$ cat src/sll_params.svh
// register map, field positions and reset values of the lane status block
`ifndef SLL_PARAMS_SVH
`define SLL_PARAMS_SVH

// register indices; byte address is four times the index
`define SLL_LANE3_IDX     12'h4b3
`define SLL_LANE4_IDX     12'h4b4
`define SLL_THR_IDX       12'h4c0
`define SLL_CTRL_IDX      12'h4c1

// lane status byte fields
`define SLL_BIT_DISP      7
`define SLL_BIT_CODE      6
`define SLL_BIT_CTRLCH    5
`define SLL_BIT_DESKEW    4
`define SLL_BIT_ILAS      3
`define SLL_BIT_CKSUM     2
`define SLL_BIT_FRAME     1
`define SLL_BIT_CGS       0

// control register fields
`define SLL_CTRL_SKIP     0
`define SLL_CTRL_CLR      1

// reset values
`define SLL_THR_RST       8'hff
`define SLL_SKIP_RST      1'b0
`define SLL_STATUS_RST    8'h00

`endif

$ cat src/sll_pkg.sv
// types shared by the lane status block
package sll_pkg;
   typedef logic [7:0] sll_byte_type;     // one status or config byte
   typedef logic [31:0] sll_word_type;    // one apb data word
   typedef enum {
      sll_reg_none,
      sll_reg_lane3,
      sll_reg_lane4,
      sll_reg_thr,
      sll_reg_ctrl
   } sll_reg_type;                        // decoded register select
endpackage

$ cat src/sll_err_counter.sv
// saturating per-lane error counter with threshold flag
`timescale 1ns/1ns
module sll_err_counter #(
   parameter int CW = 8                    // counter and threshold width
) (
   input  wire logic          mclk,
   input  wire logic          rst,
   input  wire logic          evt,         // one error seen this cycle
   input  wire logic          clr,         // software counter clear pulse
   input  wire logic [CW-1:0] thr,         // shared error threshold
   output logic      [CW-1:0] cnt_r,       // current error count
   output logic               flag_r       // count at or above threshold
);
   // width check
   if (CW < 1) begin : g_bad_cw
      $error("sll_err_counter: CW must be at least 1");
   end

   logic [CW-1:0] cnt_nxt;                 // next count
   wire           at_max = &cnt_r;         // saturated, stop counting

   // a clear with an event in the same cycle restarts the count at one
   assign cnt_nxt = evt ? (clr ? CW'(1) : (at_max ? cnt_r : cnt_r + CW'(1)))
                        : (clr ? '0 : cnt_r);

   // count register
   always_ff @(posedge mclk) begin
      if (rst) begin
         cnt_r <= '0;
      end else begin
         cnt_r <= cnt_nxt;
      end
   end

   // threshold compare, registered
   always_ff @(posedge mclk) begin
      if (rst) begin
         flag_r <= 1'b0;
      end else begin
         flag_r <= (cnt_r >= thr);
      end
   end

   // count steps by one on an event
   chk_count_step : assert property (@(posedge mclk) disable iff (rst)
      (evt && !clr && !at_max) |=> (cnt_r == $past(cnt_r) + CW'(1)))
      else $error("error counter did not step");

   // a clear with an event leaves one, not zero
   chk_clear_race : assert property (@(posedge mclk) disable iff (rst)
      (evt && clr) |=> (cnt_r == CW'(1)))
      else $error("event lost at counter clear");
endmodule

$ cat src/sll_link_status.sv
// apb status block for two receive lanes: error flags and sync state
//
// Register access over APB is this design's own decision.
`timescale 1ns/1ns
`include "sll_params.svh"

module sll_link_status #(
   parameter int LANES = 2                  // lane 3 at index 0, lane 4 at 1
) (
   input  wire logic                 mclk,
   input  wire logic                 rst,
   input  wire logic                 psel,
   input  wire logic                 penable,
   input  wire logic                 pwrite,
   input  wire logic [31:0]          paddr,
   input  wire sll_pkg::sll_word_type pwdata,
   input  wire logic [3:0]           pstrb,
   output sll_pkg::sll_word_type     prdata,
   output logic                      pready,
   output logic                      pslverr,
   input  wire logic [LANES-1:0]     disp_err_evt,
   input  wire logic [LANES-1:0]     invalid_code_evt,
   input  wire logic [LANES-1:0]     ctrl_char_evt,
   input  wire logic [LANES-1:0]     lane_deskew_ok,
   input  wire logic [LANES-1:0]     initial_align_sync_ok,
   input  wire logic [LANES-1:0]     config_checksum_ok,
   input  wire logic [LANES-1:0]     frame_sync_ok,
   input  wire logic [LANES-1:0]     code_group_sync_ok,
   output logic                      skip_initial_align_seq
);
   import sll_pkg::*;

   // the map holds exactly two lane registers
   if (LANES != 2) begin : g_bad_lanes
      $error("sll_link_status: LANES must be 2");
   end

   // map an address onto a register select
   function automatic sll_reg_type sll_decode(input logic [31:0] addr);
      sll_reg_type sel;
      sel = sll_reg_none;
      if (addr == {18'h0, `SLL_LANE3_IDX, 2'b00}) sel = sll_reg_lane3;
      if (addr == {18'h0, `SLL_LANE4_IDX, 2'b00}) sel = sll_reg_lane4;
      if (addr == {18'h0, `SLL_THR_IDX, 2'b00})   sel = sll_reg_thr;
      if (addr == {18'h0, `SLL_CTRL_IDX, 2'b00})  sel = sll_reg_ctrl;
      return sel;
   endfunction

   // pack one lane's status byte
   function automatic sll_byte_type sll_pack(input logic [2:0] flags,
                                             input logic [4:0] sync);
      return {flags, sync};
   endfunction

   sll_word_type prdata_r;                  // registered read data
   logic         pready_r;                  // registered ready
   logic         pslverr_r;                 // registered error answer
   sll_byte_type thr_r;                     // shared error threshold
   logic         skip_r;                    // skip alignment sequence mode
   logic         clr_r;                     // counter clear pulse
   logic         pready_nxt;                // ready for this access
   sll_word_type prdata_nxt;                // read data for this access
   logic         pslverr_nxt;               // unmapped address answer

   wire [LANES-1:0] disp_flag;              // per-lane disparity flags
   wire [LANES-1:0] code_flag;              // per-lane invalid code flags
   wire [LANES-1:0] ctrl_flag;              // per-lane control char flags
   wire [7:0]       disp_cnt  [LANES];      // per-lane disparity counts
   wire [7:0]       code_cnt  [LANES];      // per-lane invalid code counts
   wire [7:0]       ctrl_cnt  [LANES];      // per-lane control char counts
   sll_byte_type    lane_byte [LANES];      // assembled status bytes

   // three counters for each lane
   for (genvar i = 0; i < LANES; i++) begin : g_lane
      sll_err_counter #(.CW(8)) u_disp (
         .mclk   (mclk),
         .rst    (rst),
         .evt    (disp_err_evt[i]),
         .clr    (clr_r),
         .thr    (thr_r),
         .cnt_r  (disp_cnt[i]),
         .flag_r (disp_flag[i])
      );
      sll_err_counter #(.CW(8)) u_code (
         .mclk   (mclk),
         .rst    (rst),
         .evt    (invalid_code_evt[i]),
         .clr    (clr_r),
         .thr    (thr_r),
         .cnt_r  (code_cnt[i]),
         .flag_r (code_flag[i])
      );
      sll_err_counter #(.CW(8)) u_ctrl (
         .mclk   (mclk),
         .rst    (rst),
         .evt    (ctrl_char_evt[i]),
         .clr    (clr_r),
         .thr    (thr_r),
         .cnt_r  (ctrl_cnt[i]),
         .flag_r (ctrl_flag[i])
      );
      // status byte, flags on top, sync state below
      assign lane_byte[i] = sll_pack({disp_flag[i], code_flag[i], ctrl_flag[i]},
                                     {lane_deskew_ok[i], initial_align_sync_ok[i],
                                      config_checksum_ok[i], frame_sync_ok[i],
                                      code_group_sync_ok[i]});
   end

   // bus decode
   wire         access   = psel && penable;             // access phase
   sll_reg_type sel;                                    // decoded target
   assign sel        = sll_decode(paddr);
   assign pready_nxt = access && !pready_r;             // one wait state
   wire         wr_take  = access && pready_r && pwrite;   // write lands here
   wire         wr_lane0 = wr_take && pstrb[0];         // low byte enabled

   // read mux and error answer
   always_comb begin
      prdata_nxt  = '0;
      pslverr_nxt = 1'b0;
      unique case (sel)
         sll_reg_lane3: prdata_nxt = {24'h0, lane_byte[0]};
         sll_reg_lane4: prdata_nxt = {24'h0, lane_byte[1]};
         sll_reg_thr:   prdata_nxt = {24'h0, thr_r};
         sll_reg_ctrl:  prdata_nxt = {30'h0, 1'b0, skip_r};
         sll_reg_none:  pslverr_nxt = 1'b1;            // unmapped address
      endcase
   end

   // apb answer registers
   always_ff @(posedge mclk) begin
      if (rst) begin
         pready_r  <= 1'b0;
         pslverr_r <= 1'b0;
         prdata_r  <= '0;
      end else begin
         pready_r  <= pready_nxt;
         pslverr_r <= pready_nxt && pslverr_nxt;
         prdata_r  <= (pready_nxt && !pwrite) ? prdata_nxt : '0;
      end
   end

   // threshold register
   always_ff @(posedge mclk) begin
      if (rst) begin
         thr_r <= `SLL_THR_RST;
      end else if (wr_lane0 && sel == sll_reg_thr) begin
         thr_r <= pwdata[7:0];
      end
   end

   // control register: skip mode level and counter clear pulse
   always_ff @(posedge mclk) begin
      if (rst) begin
         skip_r <= `SLL_SKIP_RST;
         clr_r  <= 1'b0;
      end else begin
         clr_r  <= wr_lane0 && sel == sll_reg_ctrl && pwdata[`SLL_CTRL_CLR];
         if (wr_lane0 && sel == sll_reg_ctrl) begin
            skip_r <= pwdata[`SLL_CTRL_SKIP];
         end
      end
   end

   // outputs straight from flops
   assign prdata                 = prdata_r;
   assign pready                 = pready_r;
   assign pslverr                = pslverr_r;
   assign skip_initial_align_seq = skip_r;

   // disparity flag of lane 4 follows its count
   chk_disp_flag : assert property (@(posedge mclk) disable iff (rst)
      ##1 (disp_flag[1] == $past(disp_cnt[1] >= thr_r)))
      else $error("disparity flag wrong");

   // invalid code flag of lane 3 only rises on a reached threshold
   chk_code_flag : assert property (@(posedge mclk) disable iff (rst)
      $rose(code_flag[0]) |-> $past(code_cnt[0] >= thr_r))
      else $error("invalid code flag rose early");

   // invalid code flag of lane 4 only falls once the count is below threshold
   chk_code_fall : assert property (@(posedge mclk) disable iff (rst)
      $fell(code_flag[1]) |-> $past(code_cnt[1] < thr_r))
      else $error("invalid code flag fell early");

   // control char flag held while count stays at or over threshold
   chk_ctrl_flag : assert property (@(posedge mclk) disable iff (rst)
      (ctrl_cnt[1] >= thr_r) [*2] |-> ctrl_flag[1])
      else $error("control char flag low over threshold");

   // deskew bit of lane 4 read back
   chk_deskew_read : assert property (@(posedge mclk) disable iff (rst)
      (pready_r && !pwrite && !pslverr_r && paddr == {18'h0, `SLL_LANE4_IDX, 2'b00})
      |-> prdata_r[`SLL_BIT_DESKEW] == $past(lane_deskew_ok[1]))
      else $error("deskew bit wrong");

   // alignment sync bit of lane 3 read back
   chk_ilas_read : assert property (@(posedge mclk) disable iff (rst)
      (pready_r && !pwrite && paddr == {18'h0, `SLL_LANE3_IDX, 2'b00})
      |-> prdata_r[`SLL_BIT_ILAS] == $past(initial_align_sync_ok[0]))
      else $error("alignment sync bit wrong");

   // checksum bit of lane 4 read back
   chk_cksum_read : assert property (@(posedge mclk) disable iff (rst)
      (access && !pwrite && !pready_r && sel == sll_reg_lane4)
      |=> prdata_r[`SLL_BIT_CKSUM] == $past(config_checksum_ok[1]))
      else $error("checksum bit wrong");

   // frame sync bit of lane 3 read back
   chk_frame_read : assert property (@(posedge mclk) disable iff (rst)
      (access && !pwrite && !pready_r && sel == sll_reg_lane3)
      |=> pready_r && prdata_r[`SLL_BIT_FRAME] == $past(frame_sync_ok[0]))
      else $error("frame sync bit wrong");

   // code group bit of lane 4 read back
   chk_cgs_read : assert property (@(posedge mclk) disable iff (rst)
      (pready_r && !pwrite && paddr == {18'h0, `SLL_LANE4_IDX, 2'b00})
      |-> prdata_r[`SLL_BIT_CGS] == $past(code_group_sync_ok[1]))
      else $error("code group bit wrong");
endmodule

$ cat config.mk
export PLATFORM = sky130hd
export DESIGN_NAME = sll_link_status
export DESIGN_NICKNAME = d
export VERILOG_FILES = /design/src/sll_pkg.sv /design/src/sll_err_counter.sv /design/src/sll_link_status.sv
export VERILOG_INCLUDE_DIRS = /design/src
export SDC_FILE = /design/constraint.sdc
export NUM_CORES = 1
export LEC_CHECK = 0
export BUFFER_PORTS_ARGS = -buffer_cell sky130_fd_sc_hd__buf_2
export CORE_AREA = 4 4 111 113
export DETAILED_ROUTE_END_ITERATION = 8
export DIE_AREA = 0 0 115 117
export PLACE_DENSITY = 0.72
export SLEW_MARGIN = 20
export SYNTH_ARGS = -nofsm -noshare
export SYNTH_HDL_FRONTEND = slang
export SYNTH_HIERARCHICAL = 1
export SYNTH_SLANG_ARGS = --single-unit
$ cat constraint.sdc
create_clock -name mclk -period 3.75 [get_ports mclk]
set_input_delay 0.9375 -clock mclk [delete_from_list [all_inputs] [get_ports mclk]]
set_output_delay 0.9375 -clock mclk [all_outputs]
set_load 0.005 [all_outputs]
; After elaboration in Yosys (flattened, before gate mapping)
; Cells that the tools add are included.
[totals]
regBits = 98
in_bits = 89
[op_classes]
n_eq_ne = 16
reduce_logical = 32
mux = 25
bitwise_logic = 1
magnitude_cmp = 6
add_sub_neg = 6
[op_table]
columns = op, n
row1 = $mux W8, 19
row2 = $eq A32 B13 Y1 const B, 4
row3 = $mux W32, 3
row4 = $eq A32 B2 Y1 const B, 2
row5 = $eq A32 B3 Y1 const B, 2
row6 = $add A8 B1 Y8 const B, 6
row7 = $ge A8 B8 Y1, 6
row8 = $reduce_and A8 Y1, 6
row9 = $eq A32 B1 Y1 const B, 1
row10 = $eq A32 B4 Y1 const B, 1
row11 = $logic_not A32 Y1, 1
row12 = $pmux W8 S4, 1
row13 = $ne A2 B2 Y1 const B, 6
row14 = $reduce_and A2 Y1, 6
row15 = $reduce_bool A2 Y1, 6
row16 = $logic_and A1 B1 Y1, 10
row17 = $logic_not A1 Y1, 2
row18 = $mux W1, 2
row19 = $reduce_or A2 Y1, 1
row20 = $not A1 Y1, 1

; Logic depth before layout (Yosys ltp)
; Gate-level depths: netlist of the first run.
[depth]
depth_word = 8
depth_mapped = 6
depth_no_buf = 6

; Modules after synthesis
; The synthesis of the first run kept the hierarchy.
[modules_own_cells]
columns = module, area_per_inst_um2, n_inst, cells_each
row1 = sll_err_counter, 595.6, 6, 71
row2 = sll_link_status, 1216.2, 1, 134

; Least setup slack after synthesis of the first run
; Ideal clock, no wire load.
[synth_path]
path_kind = input-to-reg
startpoint = input port paddr[11]
endpoint = register thr_r[0]
setup_time_ns = 0.125
n_path_buf = 0
t_required_ns = 3.625
cell_stages = 5
path_slack_ns = 1.461
arrival_ns = 2.164
path_cell_list = nor4_2 -> nand4_2 -> or3_4 -> nor3_4 -> o21ai_0
[synth_via]
elab_chain_len = 7
word_cells_on_any_way = 10
[synth_lines]
columns = item, line
row1 = "start, declared", sll_link_status.sv:15  ; input wire logic [31:0] paddr,
row2 = $eq A32 B13 Y1, sll_link_status.sv:42  ; if (addr == {18'h0, `SLL_LANE3_IDX, 2'b00}) sel = sll_reg_lane3;
row3 = $mux W1, sll_link_status.sv:42
row4 = $mux W32, sll_link_status.sv:43  ; if (addr == {18'h0, `SLL_LANE4_IDX, 2'b00}) sel = sll_reg_lane4;
row5 = $mux W32, sll_link_status.sv:44  ; if (addr == {18'h0, `SLL_THR_IDX, 2'b00}) sel = sll_reg_thr;
row6 = $mux W32 *, sll_link_status.sv:45  ; if (addr == {18'h0, `SLL_CTRL_IDX, 2'b00}) sel = sll_reg_ctrl;
row7 = $eq A32 B3 Y1 *, sll_link_status.sv:147  ; end else if (wr_lane0 && sel == sll_reg_thr) begin
row8 = $logic_and A1 B1 Y1 *, sll_link_status.sv:147
row9 = "end signal, assigned", sll_link_status.sv:146  ; thr_r <= `SLL_THR_RST;
row10 = "end signal, assigned", sll_link_status.sv:148  ; thr_r <= pwdata[7:0];
row11 = "end, declared", sll_link_status.sv:58  ; sll_byte_type thr_r;
; Mark *: on every way between the ends. The rest lies on a longest branch, timed or not.
; A chain may end at the register's enable or synchronous reset.

; Final worst setup path of the first run
[layout_path]
startpoint = input port paddr[11]
endpoint = register prdata_r[2], in the netlist prdata[2]
[layout_via]
elab_chain_len = 7
word_cells_on_any_way = 13
[layout_lines]
columns = item, line
row1 = $eq A32 B13 Y1, sll_link_status.sv:42
row2 = $mux W1, sll_link_status.sv:42
row3 = $mux W32, sll_link_status.sv:43
row4 = $mux W32, sll_link_status.sv:44
row5 = $mux W32 *, sll_link_status.sv:45
row6 = $eq A32 B3 Y1 (tied with other cells), sll_link_status.sv:121  ; unique case (sel)
row7 = $pmux W8 S4 *, sll_link_status.sv:121
row8 = "end signal, assigned", sll_link_status.sv:139  ; prdata_r <= (pready_nxt && !pwrite) ? prdata_nxt : '0;
row9 = "end, declared", sll_link_status.sv:55  ; sll_word_type prdata_r;
; Marks and branches as above.

==> results.ini, run 1 <==
[status]
status=complete, no violations

[sta]
finClkSkew_ns=0.00869
rsz0062_at_grt=false
tightestPinTransition_ns=0.774
tns_ns=0
setup_violations=0
drv_slew=0
period_needed_ns=2.40
relSlewSlack_pct=48.0
worst_slack_ns=1.35
hold_violations=0
fin_crit_sh_pct=64.1
max_freq_ghz=0.416

[synthesis]
synthDistinctLibCells=50
syn_area_sq_um=4790
syn_avg_cell_area_sq_um=8.55
syn-instance-count=560
seq_area_frac_synth_pct=30.9
ys_warn_count=6
ys_ff_latch=74
synth_edf_count=0
postSynth.asyncResetShare_pct=0
synth_area_leaders=dfxtp_1 31%, ha_1 14%, inv_1 4.9%
synthTopCellsByCount=74 x dfxtp_1, 62 x inv_1, 54 x ha_1
synth_top_cell_area_share_pct=30.9
ys.flop_type=dfxtp_1
synth.largest_area_cell=dfxtp_1
yosysMostFrequentCell=dfxtp_1

[floorplan]
fp.dieW_um=115
io_pins=124
start_util_pct=42.3
coreArea_sq_um=11300
dieArea_sq_um=13500
rows=39
chipHeight_um=117

[drt]
drtIter0Drc=311
vias=4333
drc=0
ant_nets=0
finalWirelength_mm=11.7
wire_per_inst_um=15.0
viasPerCell=5.56
first_pass_iters=5

[pwr]
irDropWorstVdd_mv=0.346
clockPowerShare_pct=48.8
p_leak_uw=0.00290
p_sw_uw=406
powerDensity_nw_per_um2=335
swShare_pct=22.1
intPower_uw=1440
p_seq_share_pct=44.1
comb_power_share_pct=7.2
power_uw=1840

[clocking]
clock_latency_ns=0.33
cts_buffer_depth=2
cts_setup_buffers=0
cts_resized=0
clk_pin_slew_ns=0.06
cts_buffers=9
cts-root-buf=clkbuf_16
cts.sinks=74
cts_max_level=3
ctsHoldBuffers=0
cts_tree=built

[place]
place_congestion=0.857
placed_cells=765
dpl.hpwl_mm=8.81
io_buffers=72
dp_slack_ns=1.01

[layout]
finalNonFillerCells=780
num-fill-cells=1079
diodes=0
area_growth_pct=14.8
nets=776
drive_gt1_share_pct=15.5
utilization_pct=48.6

[setup_path]
reg2reg_depth=5
cp-end-kind=register
crit_type=input port to register
cp.arrival_ns=2.66
path_max_fanout=15
cp.required_ns=4.01
worst_setup_path_start_kind=input port

[hold_path]
min_path_cells=1
hp-class=register to register

[grt]
grt_pass1_wl_mm=19.1
antenna_found_initial=0
grt_max_degree=35
gr-total-overflow=0
grt_pass1_vias=4107
grt_use_total_pct=17.5

[run]
cap_violations=0

==> path summary, 6_finish.rpt <==
check	start	to	slack, ns
max	paddr[11]	prdata[2]	1.35
min	pready	pready	0.47
max reg2reg	thr_r[0]	g_lane[1].u_ctrl/flag_r	1.80
min reg2reg	pready	pready	0.47
==> routing by layer <==
metal	part of all wire (%)	track usage [%]	vias to the layer above
met4	1.9	5.95	0
met1	43	20.5	2086
li1	-	-	2131
met5	0	0	-
met2	51	31.3	99
met3	4.6	3.96	17
==> layout by cell type, fill, tap and decap left out, types with 7 or more instances in the layout <==
cell type	Yosys	final
ha_1	54	54
or3_1	12	12
a22oi_1	8	8
a31oi_1	14	14
nor3_1	21	21
nand2_1	16	16
and3_1	14	14
clkbuf_16	0	9
o21ai_0	22	22
o21ai_1	12	12
a21oi_1	25	25
nor2_1	32	32
a22o_1	8	8
nor2b_1	25	25
conb_1	1	24
buf_2	0	72
xor2_1	12	12
dfxtp_1	74	74
nand2b_1	7	7
nand4_1	8	8
nand3_1	13	13
inv_1	62	62
==> registers in the layout, indices dropped and copies added, names as in the netlist <==
signal and cells:
pslverr 1, g_lane.u_code/flag_r 2, g_lane.u_ctrl/flag_r 2, g_lane.u_ctrl/cnt_r 16, pready 1, prdata 8
g_lane.u_disp/cnt_r 16, g_lane.u_code/cnt_r 16, thr_r 8, clr_r 1, g_lane.u_disp/flag_r 2, skip_initial_align_seq 1
==> metrics by stage <==
step | area [sq um] | hold slack [ns]
floorplan | 4880 | 0.458
global placement | 5190 | 0.449
detailed placement | 5190 | 0.457
CTS | 5500 | 0.465
global route | 5500 | 0.493
finish | 5500 | 0.466
==> cell families (layout without fill, tap and decap cells) <==
kind of cell / Yosys count / after routing / synth area share, %
and+or+nand+nor: 176 / 176 / 22.0
AOI/OAI and AO/OA: 140 / 140 / 19.6
buffers and inverters: 97 / 151 / 9.80
DFF: 74 / 74 / 30.9
adders and majority gates: 54 / 54 / 14.1
xor gates and xnor gates: 12 / 12 / 2.19
muxes: 6 / 6 / 1.25
other: 1 / 24 / 0.0783
==> cell type report <==
| type | count | area [sq um] | area share [%] |
|---|---|---|---|
| clock buffers | 9 | 225 | 4.10 |
| well taps | 143 | 179 | 3.25 |
| clock inverters | 6 | 82.6 | 1.50 |
| flip-flops and latches | 74 | 1480 | 26.9 |
| inverters | 63 | 236 | 4.30 |
| repair buffers | 73 | 368 | 6.69 |
| multi-input cells | 412 | 2930 | 53.2 |
==> worst max-delay path, cell delays in order <==
cell and delay [ns]:
buf_2 0.10, nor4_2 0.29, nand4_2 0.24, nor4_4 0.75
a22oi_1 0.20, nor2_1 0.13
==> power groups by stage <==
stage / clock network, uW / registers [uW] / logic [uW]
floorplan: 0 / 826 / 89.2
global placement: 0 / 828 / 123
detailed placement: 0 / 829 / 130
CTS: 920 / 812 / 132
global route: 946 / 814 / 151
finish: 898 / 812 / 132
(Power assumes the default switching activity.)
==> inputs of run 2 (changes only) <==
--- a/config.mk
+++ b/config.mk
@@ -10,7 +10,7 @@
 export CORE_AREA = 4 4 111 113
 export DETAILED_ROUTE_END_ITERATION = 8
 export DIE_AREA = 0 0 115 117
-export PLACE_DENSITY = 0.72
+export PLACE_DENSITY = 0.75
 export SLEW_MARGIN = 20
 export SYNTH_ARGS = -nofsm -noshare
 export SYNTH_HDL_FRONTEND = slang
==> constraint.sdc (replaced) <==
create_clock -name mclk -period 1.95 [get_ports mclk]
set_input_delay 0.4875 -clock mclk [delete_from_list [all_inputs] [get_ports mclk]]
set_output_delay 0.4875 -clock mclk [all_outputs]
set_load 0.005 [all_outputs]
==> results.ini, run 2 (synthesis results as in run 1) <==
[status]
status=complete, no violations

[hold_path]
hold_end=pready
hp-class=input port to register
min_path_cells=2
hp-start=rst

[setup_path]
worstReg2RegStart=thr_r[0]
worst_setup_path_start_kind=register
cp.required_ns=2.15
cp-end-kind=register
reg2reg_setup_slack_ns=0.14
rr_endpoint=g_lane[1].u_code/flag_r
reg2reg_depth=6
path_max_fanout=3
crit_type=register to register
cp.arrival_ns=2.01

[layout]
area_growth_pct=18.4
utilization_pct=50.1
num-fill-cells=1054
nets=797
final_common_cell=dfxtp_1
drive_gt1_share_pct=18.4
layout_common_cells=73 x dfxtp_1, 72 x buf_2, 62 x inv_1, 54 x ha_1, 32 x nor2_1
diodes=0
top_regs=g_lane.u_code/cnt_r x16, g_lane.u_ctrl/cnt_r x16, g_lane.u_disp/cnt_r x16

[drt]
wire_per_inst_um=14.7
viasPerCell=5.47
finalWirelength_mm=11.8
first_pass_iters=6
vias=4385
drtIter0Drc=350
ant_nets=0
drc=0

[clocking]
clock_latency_ns=0.33
cts.sinks=74
cts_tree=built
cts_max_level=3
clk_pin_slew_ns=0.06
cts-root-buf=clkbuf_16
cts_buffer_depth=2
cts_buffers=9

[sta]
rsz0062_at_grt=false
max_freq_ghz=0.551
fin_crit_sh_pct=93.1
period_needed_ns=1.81
hold_violations=0
setup_violations=0
drv_slew=0
tns_ns=0
finClkSkew_ns=0.00551

[pwr]
clockPowerShare_pct=47.1
irDropWorstVdd_mv=0.642
comb_power_share_pct=7.5
swShare_pct=23.0
intPower_uw=2650
p_sw_uw=791
p_seq_share_pct=45.4
powerDensity_nw_per_um2=607
p_leak_uw=0.00299

[floorplan]
coreArea_sq_um=11300
fp.dieW_um=115
start_util_pct=42.3
chipHeight_um=117
dieArea_sq_um=13500
io_pins=124
rows=39

[place]
place_congestion=0.860
dpl.hpwl_mm=9.03
io_buffers=72

[grt]
antenna_found_initial=0
gr-total-overflow=0
grt_pass1_vias=4319
grt_pass1_wl_mm=19.4
grt_use_total_pct=17.9
grt_max_degree=27

[run]
cap_violations=0

==> run 2: worst max path at each step <==
| stage | to | cells past startpoint | startpoint | slack, ns |
|---|---|---|---|---|
| after CTS | g_lane[0].u_disp/flag_r | 6 | thr_r[2] | 0.13 |
| after global routing | g_lane[0].u_disp/flag_r | 6 | thr_r[6] | 0.003 |
| after global placement | thr_r[0] | 6 | paddr[11] | -0.06 |
| final | g_lane[1].u_code/flag_r | 6 | thr_r[0] | 0.14 |
| after floorplan | thr_r[0] | 5 | paddr[11] | 0.11 |
| after detailed placement | thr_r[6] | 6 | paddr[17] | -0.1 |
==> run 2: final cells by class <==
type | instances | area (sq um) | share of cell area, %
multi-input cells | 412 | 2930 | 51.6
flip-flops and latches | 74 | 1480 | 26.1
repair buffers | 94 | 551 | 9.71
inverters | 63 | 236 | 4.17
clock buffers | 10 | 229 | 4.04
well taps | 143 | 179 | 3.16
clock inverters | 6 | 67.6 | 1.19
==> run 2: per-stage QoR <==
stage / cell area [sq um] / instances / hold slack, ns / total power (uW) / worst slack, ns
finish: 5670 / 802 / 0.368 / 3440 / 0.135
global route: 5670 / 802 / 0.368 / 3590 / 0.00279
CTS: 5670 / 802 / 0.360 / 3490 / 0.131
detailed placement: 5370 / 786 / 0.464 / 1850 / -0.0997
global placement: 5370 / 786 / 0.452 / 1830 / -0.0568
floorplan: 4880 / 583 / 0.458 / 1760 / 0.111
==> run 2: repair_timing <==
action                     CTS  global route
hold buffers                 0             0
resized for setup            0             1
setup endpoints to repair    0             1
buffers inserted             0             0
==> run 2: routing by layer <==
layer	share of wire [%]	wire length [um]	global-route usage [%]
met1	43	5040	20.7
met2	50	5850	32.1
met3	4.9	573	3.65
met4	2.9	341	7.90
met5	0	0	0
==> run 2: critical path, stage by stage, from the launching register on <==
cell and delay, ns:
dfxtp_1 0.32, buf_4 0.15, ha_1 0.27, nand2b_1 0.09
a2111oi_0 0.10, or3_1 0.38, a221oi_1 0.36
==> run 2: power by group through the flow <==
stage | Combinational, uW | Sequential (uW) | Clock [uW]
6_report | 258 | 1560 | 1620
5_1_grt | 294 | 1560 | 1730
4_1_cts | 257 | 1560 | 1670
3_5_place_dp | 256 | 1590 | 0
3_3_place_gp | 243 | 1590 | 0
2_1_floorplan | 172 | 1590 | 0
==> inputs of run 3 (changes only) <==
--- a/config.mk
+++ b/config.mk
@@ -10,7 +10,7 @@
 export CORE_AREA = 4 4 111 113
 export DETAILED_ROUTE_END_ITERATION = 8
 export DIE_AREA = 0 0 115 117
-export PLACE_DENSITY = 0.75
+export PLACE_DENSITY = 0.76
 export SLEW_MARGIN = 20
 export SYNTH_ARGS = -nofsm -noshare
 export SYNTH_HDL_FRONTEND = slang
==> constraint.sdc (replaced) <==
create_clock -name mclk -period 1.7 [get_ports mclk]
set_input_delay 0.425 -clock mclk [delete_from_list [all_inputs] [get_ports mclk]]
set_output_delay 0.425 -clock mclk [all_outputs]
set_load 0.005 [all_outputs]
==> results.ini, run 3 (synthesis results as in run 1) <==
[sta]
finClkSkew_ns=0.00478
max_freq_ghz=0.595
drv_slew=0
fin_crit_sh_pct=98.8
period_needed_ns=1.68
hold_violations=0
setup_violations=0

[pwr]
irDropWorstVdd_mv=0.604
powerDensity_nw_per_um2=717
p_leak_uw=0.00308

[status]
status=complete, no violations

[clocking]
cts_buffers=9
clk_pin_slew_ns=0.06
clock_latency_ns=0.33
cts_setup_buffers=0
cts.sinks=74
cts_max_level=3
cts_tree=built
cts-root-buf=clkbuf_16
ctsHoldBuffers=0
cts_buffer_depth=2

[setup_path]
crit_type=register to register
cpPeakStageDelay_ns=0.40
crit_family=compound AO/OA/AOI/OAI gates
cp.arrival_ns=1.89
critPathBufInv=1
worst_setup_path_start_kind=register
crit_chain=buf_4 -> ha_1 -> nand2b_1 -> a2111oi_1 -> or3_1 -> a221oi_2
cp.required_ns=1.91
path_max_fanout=4
cp-end-kind=register
worst_path_max_delay_cell=a2111oi_1

[drt]
vias=4484
drtIter0Drc=235
ant_nets=0
viasPerCell=5.51
finalWirelength_mm=12.3
drc=0
wire_per_inst_um=15.1
first_pass_iters=4

[grt]
grt_pass1_wl_mm=20.0
antenna_found_initial=0
grt_max_degree=20
grt_pass1_vias=4498
gr-total-overflow=0
grt_use_total_pct=18.3

[layout]
diodes=0
postLayoutCellArea_sq_um=5870
drive_gt1_share_pct=21.9
utilization_pct=51.9
top_regs=g_lane.u_code/cnt_r x16, g_lane.u_ctrl/cnt_r x16, g_lane.u_disp/cnt_r x16
area_growth_pct=22.6
layout_common_cells=73 x dfxtp_1, 72 x buf_2, 62 x inv_1, 54 x ha_1, 33 x buf_4
final_common_cell=dfxtp_1
nets=809
finalNonFillerCells=814
num-fill-cells=1006

[hold_path]
hp-class=input port to register

[floorplan]
coreArea_sq_um=11300
dieArea_sq_um=13500
start_util_pct=42.3
chipHeight_um=117
io_pins=124
rows=39
fp.dieW_um=115

[place]
place_congestion=0.862
dpl.hpwl_mm=9.31
placed_cells=798
io_buffers=72
placed_cell_area_sq_um=5460

[run]
cap_violations=0

## run 3: area by class of cell
| cell class | count | area, sq um | share of cell area, % |
|---|---|---|---|
| clock buffer | 10 | 239 | 4.07 |
| clock inverter | 6 | 90.1 | 1.53 |
| inverter | 63 | 236 | 4.03 |
| multi-input combinational | 412 | 3020 | 51.4 |
| sequential | 74 | 1480 | 25.2 |
| tap | 143 | 179 | 3.05 |
| timing repair buffer | 106 | 628 | 10.7 |
## run 3: power breakdown
group	switching [uW]	leakage, uW	internal, uW
Sequential	27.9	0.000599	1760
Clock	764	0.000159	1330
Combinational	173	0.00232	157
## run 3: routing by layer
metal | part of all wire (%) | track usage (%) | vias up
met5 | 0 | 0 | -
met3 | 4.5 | 3.50 | 33
met2 | 52 | 34.7 | 116
met4 | 2.8 | 7.59 | 0
met1 | 41 | 19.9 | 2138
li1 | - | - | 2197
## run 3: worst paths after layout
path / start / endpoint / slack (ns) / cells after the start
min reg2reg: pready / pready / 0.46 / 1
max reg2reg: thr_r[0] / g_lane[0].u_ctrl/flag_r / 0.02 / 6
min: pwdata[4] / thr_r[4] / 0.33 / 3
max: thr_r[0] / g_lane[0].u_ctrl/flag_r / 0.02 / 6
## run 3: worst min-delay path, stage by stage
cell	delay [ns]
buf_2	0.08
a31oi_1	0.05
o21ai_0	0.07
## run 3: per-stage QoR
step / hold slack [ns] / worst slack (ns) / TNS (ns) / power [uW]
floorplan: 0.458 / -0.0407 / -0.364 / 2020
global placement: 0.447 / -0.197 / -2.90 / 2110
detailed placement: 0.463 / -0.228 / -3.63 / 2130
CTS: 0.321 / 0.00172 / 0 / 4210
global route: 0.335 / -0.0197 / -0.0224 / 4360
finish: 0.328 / 0.0197 / 0 / 4210
## run 3: timing repair
action / 4_1_cts / 5_1_grt
pin swaps: 0 / 7
setup endpoints to repair: 2 / 6
gates resized for setup: 3 / 17
hold endpoints to repair: 0 / 0
